### config.mk
export PLATFORM = sky130hd
export DESIGN_NAME = ssf_framer
export DESIGN_NICKNAME = d
export VERILOG_FILES = /design/src/rtl/ssf_pkg.sv /design/src/rtl/ssf_uart_tx.sv /design/src/rtl/ssf_uart_rx.sv /design/src/rtl/ssf_framer.sv
export SDC_FILE = /design/constraint.sdc
export NUM_CORES = 1
export LEC_CHECK = 0
export BUFFER_PORTS_ARGS = -buffer_cell sky130_fd_sc_hd__buf_2
export CAP_MARGIN = 0
export CORE_ASPECT_RATIO = 1.2
export CORE_MARGIN = 2
export CORE_UTILIZATION = 40
export CTS_CLUSTER_DIAMETER = 80
export CTS_CLUSTER_SIZE = 25
export DETAILED_ROUTE_END_ITERATION = 16
export HOLD_SLACK_MARGIN = 0.05
export PLACE_DENSITY = 0.62
export SYNTH_ARGS = -nofsm -noshare
export SYNTH_HDL_FRONTEND = slang
export SYNTH_HIERARCHICAL = 1
export SYNTH_SLANG_ARGS = --single-unit
### constraint.sdc
create_clock -name clk -period 6.95 [get_ports clk]
set_input_delay 1.39 -clock clk [delete_from_list [all_inputs] [get_ports clk]]
set_output_delay 1.39 -clock clk [all_outputs]
set_load 0.03 [all_outputs]
### src/rtl/ssf_pkg.sv
// shared constants of the serial sample chain framer
package ssf_pkg;
  // ==========================================================
  // timing
  localparam int unsigned CLK_HZ       = 40_000_000;
  localparam int unsigned BAUD_DEF     = 9600;
  localparam int unsigned CYCLE_HZ_DEF = 10;
  localparam int unsigned BAUD_CLKS    = (CLK_HZ + BAUD_DEF / 2) / BAUD_DEF;
  localparam int unsigned CYCLE_CLKS   = CLK_HZ / CYCLE_HZ_DEF;
  localparam int unsigned BAUD_FAST    = 115_200;
  localparam int unsigned FAST_CLKS    = CLK_HZ / BAUD_FAST;
  localparam int unsigned FAST_HZ      = 250;
  // ==========================================================
  // register word offsets (byte address)
  localparam logic [7:0] REG_CTRL     = 8'h00;
  localparam logic [7:0] REG_BAUD     = 8'h04;
  localparam logic [7:0] REG_CYCLE    = 8'h08;
  localparam logic [7:0] REG_PREAMBLE = 8'h0C;
  localparam logic [7:0] REG_INT      = 8'h10;
  localparam logic [7:0] REG_FRAC     = 8'h14;
  localparam logic [7:0] REG_STATUS   = 8'h18;
  // ==========================================================
  // fields and reset values
  localparam int unsigned CTRL_EN_BIT   = 0;
  localparam int unsigned CTRL_PPS_BIT  = 1;
  localparam logic [1:0]  CTRL_RST      = 2'h1;
  localparam int unsigned PRE_HEAD_LSB  = 0;
  localparam int unsigned PRE_FOLL_LSB  = 8;
  localparam int unsigned INT_OVER_BIT  = 20;
  localparam int unsigned ST_FOLL_BIT   = 0;
  localparam int unsigned ST_BUSY_BIT   = 1;
  localparam int unsigned ST_SYNC_BIT   = 2;
  localparam int unsigned ST_SLOW_BIT   = 3;
  localparam int unsigned REC_LEN       = 14;
  localparam int unsigned BITS_PER_CHAR = 10;
  // ==========================================================
  // characters
  localparam logic [7:0] CH_DOLLAR = 8'h24;
  localparam logic [7:0] CH_COMMA  = 8'h2C;
  localparam logic [7:0] CH_ONE    = 8'h31;
  localparam logic [7:0] CH_SPACE  = 8'h20;
  localparam logic [7:0] CH_DOT    = 8'h2E;
  localparam logic [7:0] CH_ZERO   = 8'h30;
  localparam logic [7:0] CH_CR     = 8'h0D;
  localparam logic [7:0] CH_LF     = 8'h0A;
endpackage

### src/rtl/ssf_uart_tx.sv
// serial character transmitter, lsb first, one start and one stop bit
module ssf_uart_tx (
  input  wire logic        clk,
  input  wire logic        rstn,
  input  wire logic [15:0] div,
  input  wire logic        valid,
  input  wire logic [7:0]  data,
  output logic             ready,
  output logic             txd
);
  // ==========================================================
  // shifter
  logic [9:0]  sh_q;
  logic [3:0]  nb_q;
  logic [15:0] cnt_q;
  logic        busy_q;
  wire         bit_end = (cnt_q == div - 16'h0001);
  assign ready = ~busy_q;

  always_ff @(posedge clk) begin
    if (!rstn) begin
      sh_q   <= 10'h3FF;
      nb_q   <= 4'h0;
      cnt_q  <= 16'h0000;
      busy_q <= 1'b0;
      txd    <= 1'b1;
    end else if (!busy_q) begin
      txd <= 1'b1;
      if (valid) begin
        sh_q   <= {1'b1, data, 1'b0};
        busy_q <= 1'b1;
        nb_q   <= 4'h0;
        cnt_q  <= 16'h0000;
        txd    <= 1'b0;
      end
    end else if (bit_end) begin
      cnt_q <= 16'h0000;
      if (nb_q == 4'(ssf_pkg::BITS_PER_CHAR - 1)) begin
        busy_q <= 1'b0;
        txd    <= 1'b1;
      end else begin
        nb_q <= nb_q + 4'h1;
        sh_q <= {1'b1, sh_q[9:1]};
        txd  <= sh_q[1];
      end
    end else begin
      cnt_q <= cnt_q + 16'h0001;
    end
  end
endmodule

### src/rtl/ssf_uart_rx.sv
// serial character receiver with input synchroniser
module ssf_uart_rx (
  input  wire logic        clk,
  input  wire logic        rstn,
  input  wire logic [15:0] div,
  input  wire logic        rxd,
  output logic             valid,
  output logic [7:0]       data
);
  // ==========================================================
  // synchroniser and sampler
  logic        s1_q;
  logic        s2_q;
  logic        busy_q;
  logic [3:0]  nb_q;
  logic [15:0] cnt_q;
  logic [7:0]  sh_q;
  wire  [15:0] half = {1'b0, div[15:1]};
  wire         smp  = busy_q & (cnt_q == ((nb_q == 4'h0) ? half : div) - 16'h0001);

  always_ff @(posedge clk) begin
    if (!rstn) begin
      s1_q   <= 1'b1;
      s2_q   <= 1'b1;
      busy_q <= 1'b0;
      nb_q   <= 4'h0;
      cnt_q  <= 16'h0000;
      sh_q   <= 8'h00;
      valid  <= 1'b0;
      data   <= 8'h00;
    end else begin
      s1_q  <= rxd;
      s2_q  <= s1_q;
      valid <= 1'b0;
      if (!busy_q) begin
        cnt_q <= 16'h0000;
        nb_q  <= 4'h0;
        if (!s2_q) begin
          busy_q <= 1'b1;
        end
      end else if (smp) begin
        cnt_q <= 16'h0000;
        nb_q  <= nb_q + 4'h1;
        if (nb_q == 4'h0 && s2_q) begin
          busy_q <= 1'b0;
        end else if (nb_q == 4'(ssf_pkg::BITS_PER_CHAR - 1)) begin
          busy_q <= 1'b0;
          valid  <= s2_q;
          data   <= sh_q;
        end else if (nb_q != 4'h0) begin
          sh_q <= {s2_q, sh_q[7:1]};
        end
      end else begin
        cnt_q <= cnt_q + 16'h0001;
      end
    end
  end
endmodule

### src/rtl/ssf_framer.sv
// sample record framer and chain forwarder with wishbone registers
// Notes on behaviour
// - reset gives 9600 baud 8N1, 10 Hz cycle, ascii records
// - head module starts each record with a dollar preamble
// - record ends with carriage return then line feed
// - second character is '1' when reading is over threshold, else space
// - positions 3-7 five digits, 8 a point, 9-12 four digits
// - records are printable ascii, cr at 13, lf at 14
// - after the first upstream lf, upstream characters are forwarded to the data output
// - forwarded cr becomes a comma, forwarded lf is dropped
// - own record follows the forwarded upstream data
// - only the last module's cr lf pair ends the joined line
// - head uses dollar preamble, followers use comma preamble
// - every module powers up as head of chain
// - upstream data at the input switches the module to follower
// - follower mode holds until the next reset
// - follower sends nothing until the first upstream lf has arrived
// - follower aligns its sample timing to upstream arrival
// - link must run 115200 baud or more at 250 Hz or faster
// - pulse per second input realigns head sampling at any rate
module ssf_framer #(
  parameter int unsigned BAUD_CLKS  = ssf_pkg::BAUD_CLKS,
  parameter int unsigned CYCLE_CLKS = ssf_pkg::CYCLE_CLKS
) (
  input  wire logic        clk,
  input  wire logic        rstn,
  input  wire logic        wb_cyc_i,
  input  wire logic        wb_stb_i,
  input  wire logic        wb_we_i,
  input  wire logic [7:0]  wb_adr_i,
  input  wire logic [3:0]  wb_sel_i,
  input  wire logic [31:0] wb_dat_i,
  output logic [31:0]      wb_dat_o,
  output logic             wb_ack_o,
  input  wire logic        cmd_rxd,
  input  wire logic        pps_in,
  output logic             data_txd,
  output logic             follower_o
);
  // ==========================================================
  // elaboration checks
  if (BAUD_CLKS < 4 || BAUD_CLKS > 65535) begin : g_baud_chk
    $error("baud divisor out of range");
  end
  if (CYCLE_CLKS < ssf_pkg::REC_LEN * ssf_pkg::BITS_PER_CHAR * BAUD_CLKS) begin : g_cyc_chk
    $error("cycle too short for one record");
  end

  typedef enum logic [0:0] {ST_IDLE, ST_SEND} ssf_state_t;

  // ==========================================================
  // helpers
  function automatic logic [31:0] merge(input logic [31:0] old, input logic [31:0] nw,
                                        input logic [3:0] sel);
    logic [31:0] r;
    r = old;
    for (int i = 0; i < 4; i++) begin
      if (sel[i]) begin
        r[8*i +: 8] = nw[8*i +: 8];
      end
    end
    return r;
  endfunction

  function automatic logic [7:0] digit(input logic [3:0] d);
    return ssf_pkg::CH_ZERO | {4'h0, d};
  endfunction

  function automatic logic [7:0] rec_char(input logic [3:0] idx, input logic [7:0] pre,
                                          input logic over, input logic [19:0] ip,
                                          input logic [15:0] fp);
    logic [7:0] c;
    c = ssf_pkg::CH_SPACE;
    case (idx)
      4'd0:    c = pre;
      4'd1:    c = over ? ssf_pkg::CH_ONE : ssf_pkg::CH_SPACE;
      4'd2:    c = digit(ip[19:16]);
      4'd3:    c = digit(ip[15:12]);
      4'd4:    c = digit(ip[11:8]);
      4'd5:    c = digit(ip[7:4]);
      4'd6:    c = digit(ip[3:0]);
      4'd7:    c = ssf_pkg::CH_DOT;
      4'd8:    c = digit(fp[15:12]);
      4'd9:    c = digit(fp[11:8]);
      4'd10:   c = digit(fp[7:4]);
      4'd11:   c = digit(fp[3:0]);
      4'd12:   c = ssf_pkg::CH_CR;
      4'd13:   c = ssf_pkg::CH_LF;
      default: c = ssf_pkg::CH_SPACE;
    endcase
    return c;
  endfunction

  // ==========================================================
  // registers
  logic [1:0]  ctrl_q;
  logic [15:0] baud_q;
  logic [31:0] cycle_q;
  logic [15:0] pre_q;
  logic [20:0] int_q;
  logic [15:0] frac_q;
  logic        follower_q;
  logic        synced_q;
  logic        rec_req_q;
  logic        fwd_pend_q;
  logic [7:0]  fwd_char_q;
  logic [31:0] cnt_q;
  logic        pps1_q;
  logic        pps2_q;
  logic        pps3_q;
  ssf_state_t  state_q;
  logic [3:0]  idx_q;
  logic [7:0]  snap_pre_q;
  logic [20:0] snap_int_q;
  logic [15:0] snap_frac_q;

  // ==========================================================
  // bus decode
  wire        req     = wb_cyc_i & wb_stb_i;
  wire        wr_now  = req & wb_we_i & wb_ack_o;
  wire [7:0]  adr     = {wb_adr_i[7:2], 2'b00};
  wire        tx_rdy;
  wire        slow    = cycle_q < 32'(ssf_pkg::REC_LEN * ssf_pkg::BITS_PER_CHAR) * {16'h0, baud_q};
  wire [31:0] status  = {28'h0, slow, synced_q, (state_q == ST_SEND) | ~tx_rdy, follower_q};
  wire [31:0] rd_mux  = (adr == ssf_pkg::REG_CTRL)     ? {30'h0, ctrl_q} :
                        (adr == ssf_pkg::REG_BAUD)     ? {16'h0, baud_q} :
                        (adr == ssf_pkg::REG_CYCLE)    ? cycle_q :
                        (adr == ssf_pkg::REG_PREAMBLE) ? {16'h0, pre_q} :
                        (adr == ssf_pkg::REG_INT)      ? {11'h0, int_q} :
                        (adr == ssf_pkg::REG_FRAC)     ? {16'h0, frac_q} :
                        (adr == ssf_pkg::REG_STATUS)   ? status : 32'h0000_0000;
  wire [31:0] wr_val  = merge(rd_mux, wb_dat_i, wb_sel_i);
  wire        wr_ctrl = wr_now & (adr == ssf_pkg::REG_CTRL);
  wire        wr_baud = wr_now & (adr == ssf_pkg::REG_BAUD);
  wire        wr_cyc  = wr_now & (adr == ssf_pkg::REG_CYCLE);
  wire        wr_pre  = wr_now & (adr == ssf_pkg::REG_PREAMBLE);
  wire        wr_int  = wr_now & (adr == ssf_pkg::REG_INT);
  wire        wr_frac = wr_now & (adr == ssf_pkg::REG_FRAC);

  always_ff @(posedge clk) begin
    if (!rstn) begin
      wb_ack_o <= 1'b0;
    end else begin
      wb_ack_o <= req & ~wb_ack_o;
    end
  end

  always_ff @(posedge clk) begin
    if (!rstn) begin
      wb_dat_o <= 32'h0000_0000;
    end else begin
      wb_dat_o <= rd_mux;
    end
  end

  always_ff @(posedge clk) begin
    if (!rstn) begin
      ctrl_q <= ssf_pkg::CTRL_RST;
    end else if (wr_ctrl) begin
      ctrl_q <= wr_val[1:0];
    end
  end

  always_ff @(posedge clk) begin
    if (!rstn) begin
      baud_q <= 16'(BAUD_CLKS);
    end else if (wr_baud) begin
      baud_q <= wr_val[15:0];
    end
  end

  always_ff @(posedge clk) begin
    if (!rstn) begin
      cycle_q <= CYCLE_CLKS;
    end else if (wr_cyc) begin
      cycle_q <= wr_val;
    end
  end

  always_ff @(posedge clk) begin
    if (!rstn) begin
      pre_q <= {ssf_pkg::CH_COMMA, ssf_pkg::CH_DOLLAR};
    end else if (wr_pre) begin
      pre_q <= wr_val[15:0];
    end
  end

  always_ff @(posedge clk) begin
    if (!rstn) begin
      int_q <= 21'h00_0000;
    end else if (wr_int) begin
      int_q <= wr_val[20:0];
    end
  end

  always_ff @(posedge clk) begin
    if (!rstn) begin
      frac_q <= 16'h0000;
    end else if (wr_frac) begin
      frac_q <= wr_val[15:0];
    end
  end

  // ==========================================================
  // serial ends
  wire       rx_valid;
  wire [7:0] rx_data;
  logic      tx_valid;
  logic [7:0] tx_data;

  ssf_uart_rx u_rx (
    .clk   (clk),
    .rstn  (rstn),
    .div   (baud_q),
    .rxd   (cmd_rxd),
    .valid (rx_valid),
    .data  (rx_data)
  );

  ssf_uart_tx u_tx (
    .clk   (clk),
    .rstn  (rstn),
    .div   (baud_q),
    .valid (tx_valid),
    .data  (tx_data),
    .ready (tx_rdy),
    .txd   (data_txd)
  );

  // ==========================================================
  // cycle timing and pps
  wire pps_rise  = pps2_q & ~pps3_q & ctrl_q[ssf_pkg::CTRL_PPS_BIT];
  wire cyc_end   = (cnt_q >= cycle_q - 32'h0000_0001);
  wire up_lf     = follower_q & synced_q & rx_valid & (rx_data == ssf_pkg::CH_LF);
  wire head_tick = ~follower_q & ctrl_q[ssf_pkg::CTRL_EN_BIT] & (cyc_end | pps_rise);

  always_ff @(posedge clk) begin
    if (!rstn) begin
      pps1_q <= 1'b0;
      pps2_q <= 1'b0;
      pps3_q <= 1'b0;
    end else begin
      pps1_q <= pps_in;
      pps2_q <= pps1_q;
      pps3_q <= pps2_q;
    end
  end

  always_ff @(posedge clk) begin
    if (!rstn) begin
      cnt_q <= 32'h0000_0000;
    end else if (cyc_end | pps_rise | up_lf) begin
      cnt_q <= 32'h0000_0000;
    end else begin
      cnt_q <= cnt_q + 32'h0000_0001;
    end
  end

  // ==========================================================
  // chain mode and forwarding
  wire start_rec = (state_q == ST_IDLE) & rec_req_q & ~fwd_pend_q;
  wire fwd_take  = (state_q == ST_IDLE) & fwd_pend_q & tx_rdy;
  wire fwd_set   = follower_q & synced_q & rx_valid & (rx_data != ssf_pkg::CH_LF);
  wire [7:0] fwd_val = (rx_data == ssf_pkg::CH_CR) ? ssf_pkg::CH_COMMA : rx_data;

  always_ff @(posedge clk) begin
    if (!rstn) begin
      follower_q <= 1'b0;
      follower_o <= 1'b0;
    end else begin
      follower_q <= follower_q | rx_valid;
      follower_o <= follower_q | rx_valid;
    end
  end

  always_ff @(posedge clk) begin
    if (!rstn) begin
      synced_q <= 1'b0;
    end else if (follower_q & rx_valid & (rx_data == ssf_pkg::CH_LF)) begin
      synced_q <= 1'b1;
    end
  end

  always_ff @(posedge clk) begin
    if (!rstn) begin
      rec_req_q  <= 1'b0;
      fwd_pend_q <= 1'b0;
      fwd_char_q <= 8'h00;
    end else begin
      rec_req_q  <= head_tick | up_lf | (rec_req_q & ~start_rec);
      fwd_pend_q <= fwd_set | (fwd_pend_q & ~fwd_take);
      if (fwd_set) begin
        fwd_char_q <= fwd_val;
      end
    end
  end

  // ==========================================================
  // record sender
  always_comb begin
    tx_valid = 1'b0;
    tx_data  = fwd_char_q;
    if (state_q == ST_SEND) begin
      tx_valid = 1'b1;
      tx_data  = rec_char(idx_q, snap_pre_q, snap_int_q[ssf_pkg::INT_OVER_BIT],
                          snap_int_q[19:0], snap_frac_q);
    end else if (fwd_pend_q) begin
      tx_valid = 1'b1;
    end
  end

  always_ff @(posedge clk) begin
    if (!rstn) begin
      state_q     <= ST_IDLE;
      idx_q       <= 4'h0;
      snap_pre_q  <= ssf_pkg::CH_DOLLAR;
      snap_int_q  <= 21'h00_0000;
      snap_frac_q <= 16'h0000;
    end else begin
      case (state_q)
        ST_IDLE: begin
          idx_q <= 4'h0;
          if (start_rec) begin
            state_q     <= ST_SEND;
            snap_pre_q  <= follower_q ? pre_q[ssf_pkg::PRE_FOLL_LSB +: 8]
                                      : pre_q[ssf_pkg::PRE_HEAD_LSB +: 8];
            snap_int_q  <= int_q;
            snap_frac_q <= frac_q;
          end
        end
        ST_SEND: begin
          if (tx_rdy) begin
            if (idx_q == 4'(ssf_pkg::REC_LEN - 1)) begin
              state_q <= ST_IDLE;
            end
            idx_q <= idx_q + 4'h1;
          end
        end
        default: state_q <= ST_IDLE;
      endcase
    end
  end
endmodule

==> out/metrics.yaml <==
worstPathRequired_ns: 7.37
clkTransAtPathRegs_ns: 0.10
dp_hpwl_um: 38000
drtPass1Iterations: 7
grt_pass1_vias: 14900
outcome: "completed"
drt_iter0_drc: 1234
totalWireLength_um: 51100
overflow: 0
cts_root_buf: "clkbuf_16"
period_needed_ns: 5.62
fin_cells: 2705
die_y_um: 236
tns_ns: 0
fmax_mhz: 178
multi_input_area_um2: 11000
yosysTopAreaCell: "dfxtp_1"
drive_gt1_share_pct: 8.22
cap_violations: 0
cts_tree: "done"
insertion_delay_ns: 0.53
grt_pass1_wl_um: 80300
worstPathMaxFanout: 17
place_inst: 2683
drc: 0
synth_area_um2: 18000
slew_headroom_pct: 30.2
avgSynthCellArea_um2: 8.38
coreArea_um2: 44600
hold_violations: 0
r2r-start: "baud_q[6]"
hold_buffers: 0
final_common_cell: "dfxtp_1"
port-buffer-count: 83
gp_congestion: 0.876
p_leak_nw: 7.53
cts.sinks: 303
ys.flop_type: "dfxtp_1"
drv_slew: 0
grt_util_all_layers_pct: 21.4
post_cts_resized: 0
synthToLayoutAreaGrowth_pct: 6.42
rsz0062_at_grt: "false"
async_reset_ff_share_pct: 0
synth_edf_count: 0
path_class: "reg -> reg"
grt_max_degree: 76
antenna_found_initial: 0
yosysWarnings: 6
fillerInstances: 4345
via_count: 15700
synthCells: 2143
worst_pin_slew_ns: 1.04
avgViaCountPerCell: 5.80
synth.ff_latch_count: 303
ir_drop_mv: 0.147
min_period_over_period_pct: 80.8
min_path_type: "reg -> reg"
netlist_top_cells_area: "dfxtp_1, ha_1, nand2_1"
clk_path_buf_depth: 3
fin_util_pct: 42.9
ys_seq_area_share_pct: 33.8
synth.distinct_cells: 103
io_pins: 86
diodes: 0
crit_path_end_kind: "register"
hp-start: "u_rx/s1_q"
seq_area_um2: 6070
synth.top_cell.area_share_pct: 33.8
cts_inserted_buffers: 17
dieWidth_um: 197
worstSetupStartpointType: "register"
wl_per_cell_um: 18.9
setup_viol: 0
powerDensity_nw_per_um2: 154
initial_core_util_pct: 40.3
fp-row-count: 85
postCtsSetupBuffers: 0
syn-num-nets: 2322
die_area_um2: 46600
ant_nets: 0
nets: 2316
layout_common_cells: "dfxtp_1, nand2_1, a21oi_1"
cp.arrival_ns: 6.04
cts_htree_levels: 1
skew_ns: 0.0186
crit_start: "baud_q[6]"
==> stage by stage <==
step	setup slack, ns	cell area (µm²)	power, W	hold slack [ns]
detailed placement	1.40	18600	0.00189	0.396
global placement	1.41	18600	0.00189	0.394
CTS	1.36	19100	0.00296	0.416
global route	0.859	19100	0.00304	0.433
floorplan	1.98	18000	0.00185	0.386
finish	1.33	19100	0.00293	0.413
==> registers in the layout, indices dropped and copies added (netlist names), 2 cells and up <==
register / count
baud_q: 16
cnt_q: 32
ctrl_q: 2
cycle_q: 32
frac_q: 16
fwd_char_q: 8
idx_q: 4
int_q: 21
pre_q: 16
snap_frac_q: 16
snap_int_q: 21
snap_pre_q: 8
u_rx/cnt_q: 16
u_rx/data: 8
u_rx/nb_q: 4
u_rx/sh_q: 8
u_tx/cnt_q: 16
u_tx/nb_q: 4
u_tx/sh_q: 8
wb_dat_o: 32
==> worst max-delay path: stages, from the launching register on <==
cell and delay [ns]:
dfxtp_1 0.86, ha_1 0.36, ha_1 0.27, inv_1 0.06, fa_1 0.52, inv_1 0.04
ha_1 0.36, o21ai_0 0.18, a21oi_1 0.13, a311oi_1 0.53, nor2b_1 0.26, o21ai_0 0.14
xnor2_1 0.16, ha_1 0.29, nand3_1 0.06, or2_2 0.29, a211o_1 0.24, or3_1 0.36
o221a_2 0.24, o21a_1 0.16
==> power by group <==
group / leakage, nW / switching (W) / internal (W)
registers: 2.44 / 0.00000408 / 0.00174
logic: 4.85 / 0.0000810 / 0.0000303
clock network: 0.239 / 0.000619 / 0.000461
==> layer usage <==
metal  vias to the layer above  GRT usage, %  share of wire [%]
li1                       7637             -                  -
met1                      7499          26.8                 43
met2                       438          36.7                 48
met3                       104          2.40                4.7
met4                         0          9.66                4.5
met5                         -             0                  0
==> cell type report <==
type                    instances  area share, %
multi-input cells            1621           57.3
inverters                      95           1.87
clock buffers                  17           2.23
repair buffers                 99           2.81
clock inverters                 5          0.347
flip-flops and latches        303           31.7
well taps                     565           3.70
==> cells in the mapped netlist (9+ instances only) <==
| master | number |
|---|---|
| nor2b_1 | 25 |
| xnor2_1 | 65 |
| nand3b_1 | 10 |
| a311oi_1 | 13 |
| and3_1 | 38 |
| clkbuf_1 | 90 |
| buf_2 | 13 |
| o31ai_1 | 14 |
| and2_1 | 30 |
| a22oi_1 | 16 |
| o21ai_0 | 107 |
| a31oi_1 | 20 |
| mux2i_1 | 62 |
| nand4_1 | 27 |
| dfxtp_1 | 303 |
| nor2_1 | 158 |
| nand3_1 | 90 |
| ha_1 | 116 |
| nor4_1 | 9 |
| a221oi_1 | 23 |
| nand2_1 | 240 |
| nand2b_1 | 10 |
| nor3_1 | 44 |
| o211ai_1 | 22 |
| inv_1 | 93 |
| fa_1 | 12 |
| a21o_1 | 12 |
| a21oi_1 | 160 |
| a211oi_1 | 33 |
| or3_1 | 17 |
| xor2_1 | 74 |
==> cells by family (layout without fill, tap and decap cells) <==
logic type	Yosys count	after routing	synth area share, %
AO/OA/AOI/OAI	513	513	18.7
XOR/XNOR	142	142	7.15
adder cells (fa/ha/maj)	128	128	9.42
buffers and inverters	219	216	5.25
flip-flops	303	303	33.8
multiplexers	63	63	3.52
AND/OR/NAND/NOR	775	775	22.2
==> final timing paths <==
kind	endpoint	slack (ns)	depth (start not counted)
setup reg to reg	wb_dat_o[3]	1.33	19
hold reg to reg	u_rx/s2_q	0.41	1
hold / removal	u_rx/s2_q	0.41	1
setup / recovery	wb_dat_o[3]	1.33	19
Note: power is estimated with default switching activity, not from simulation.
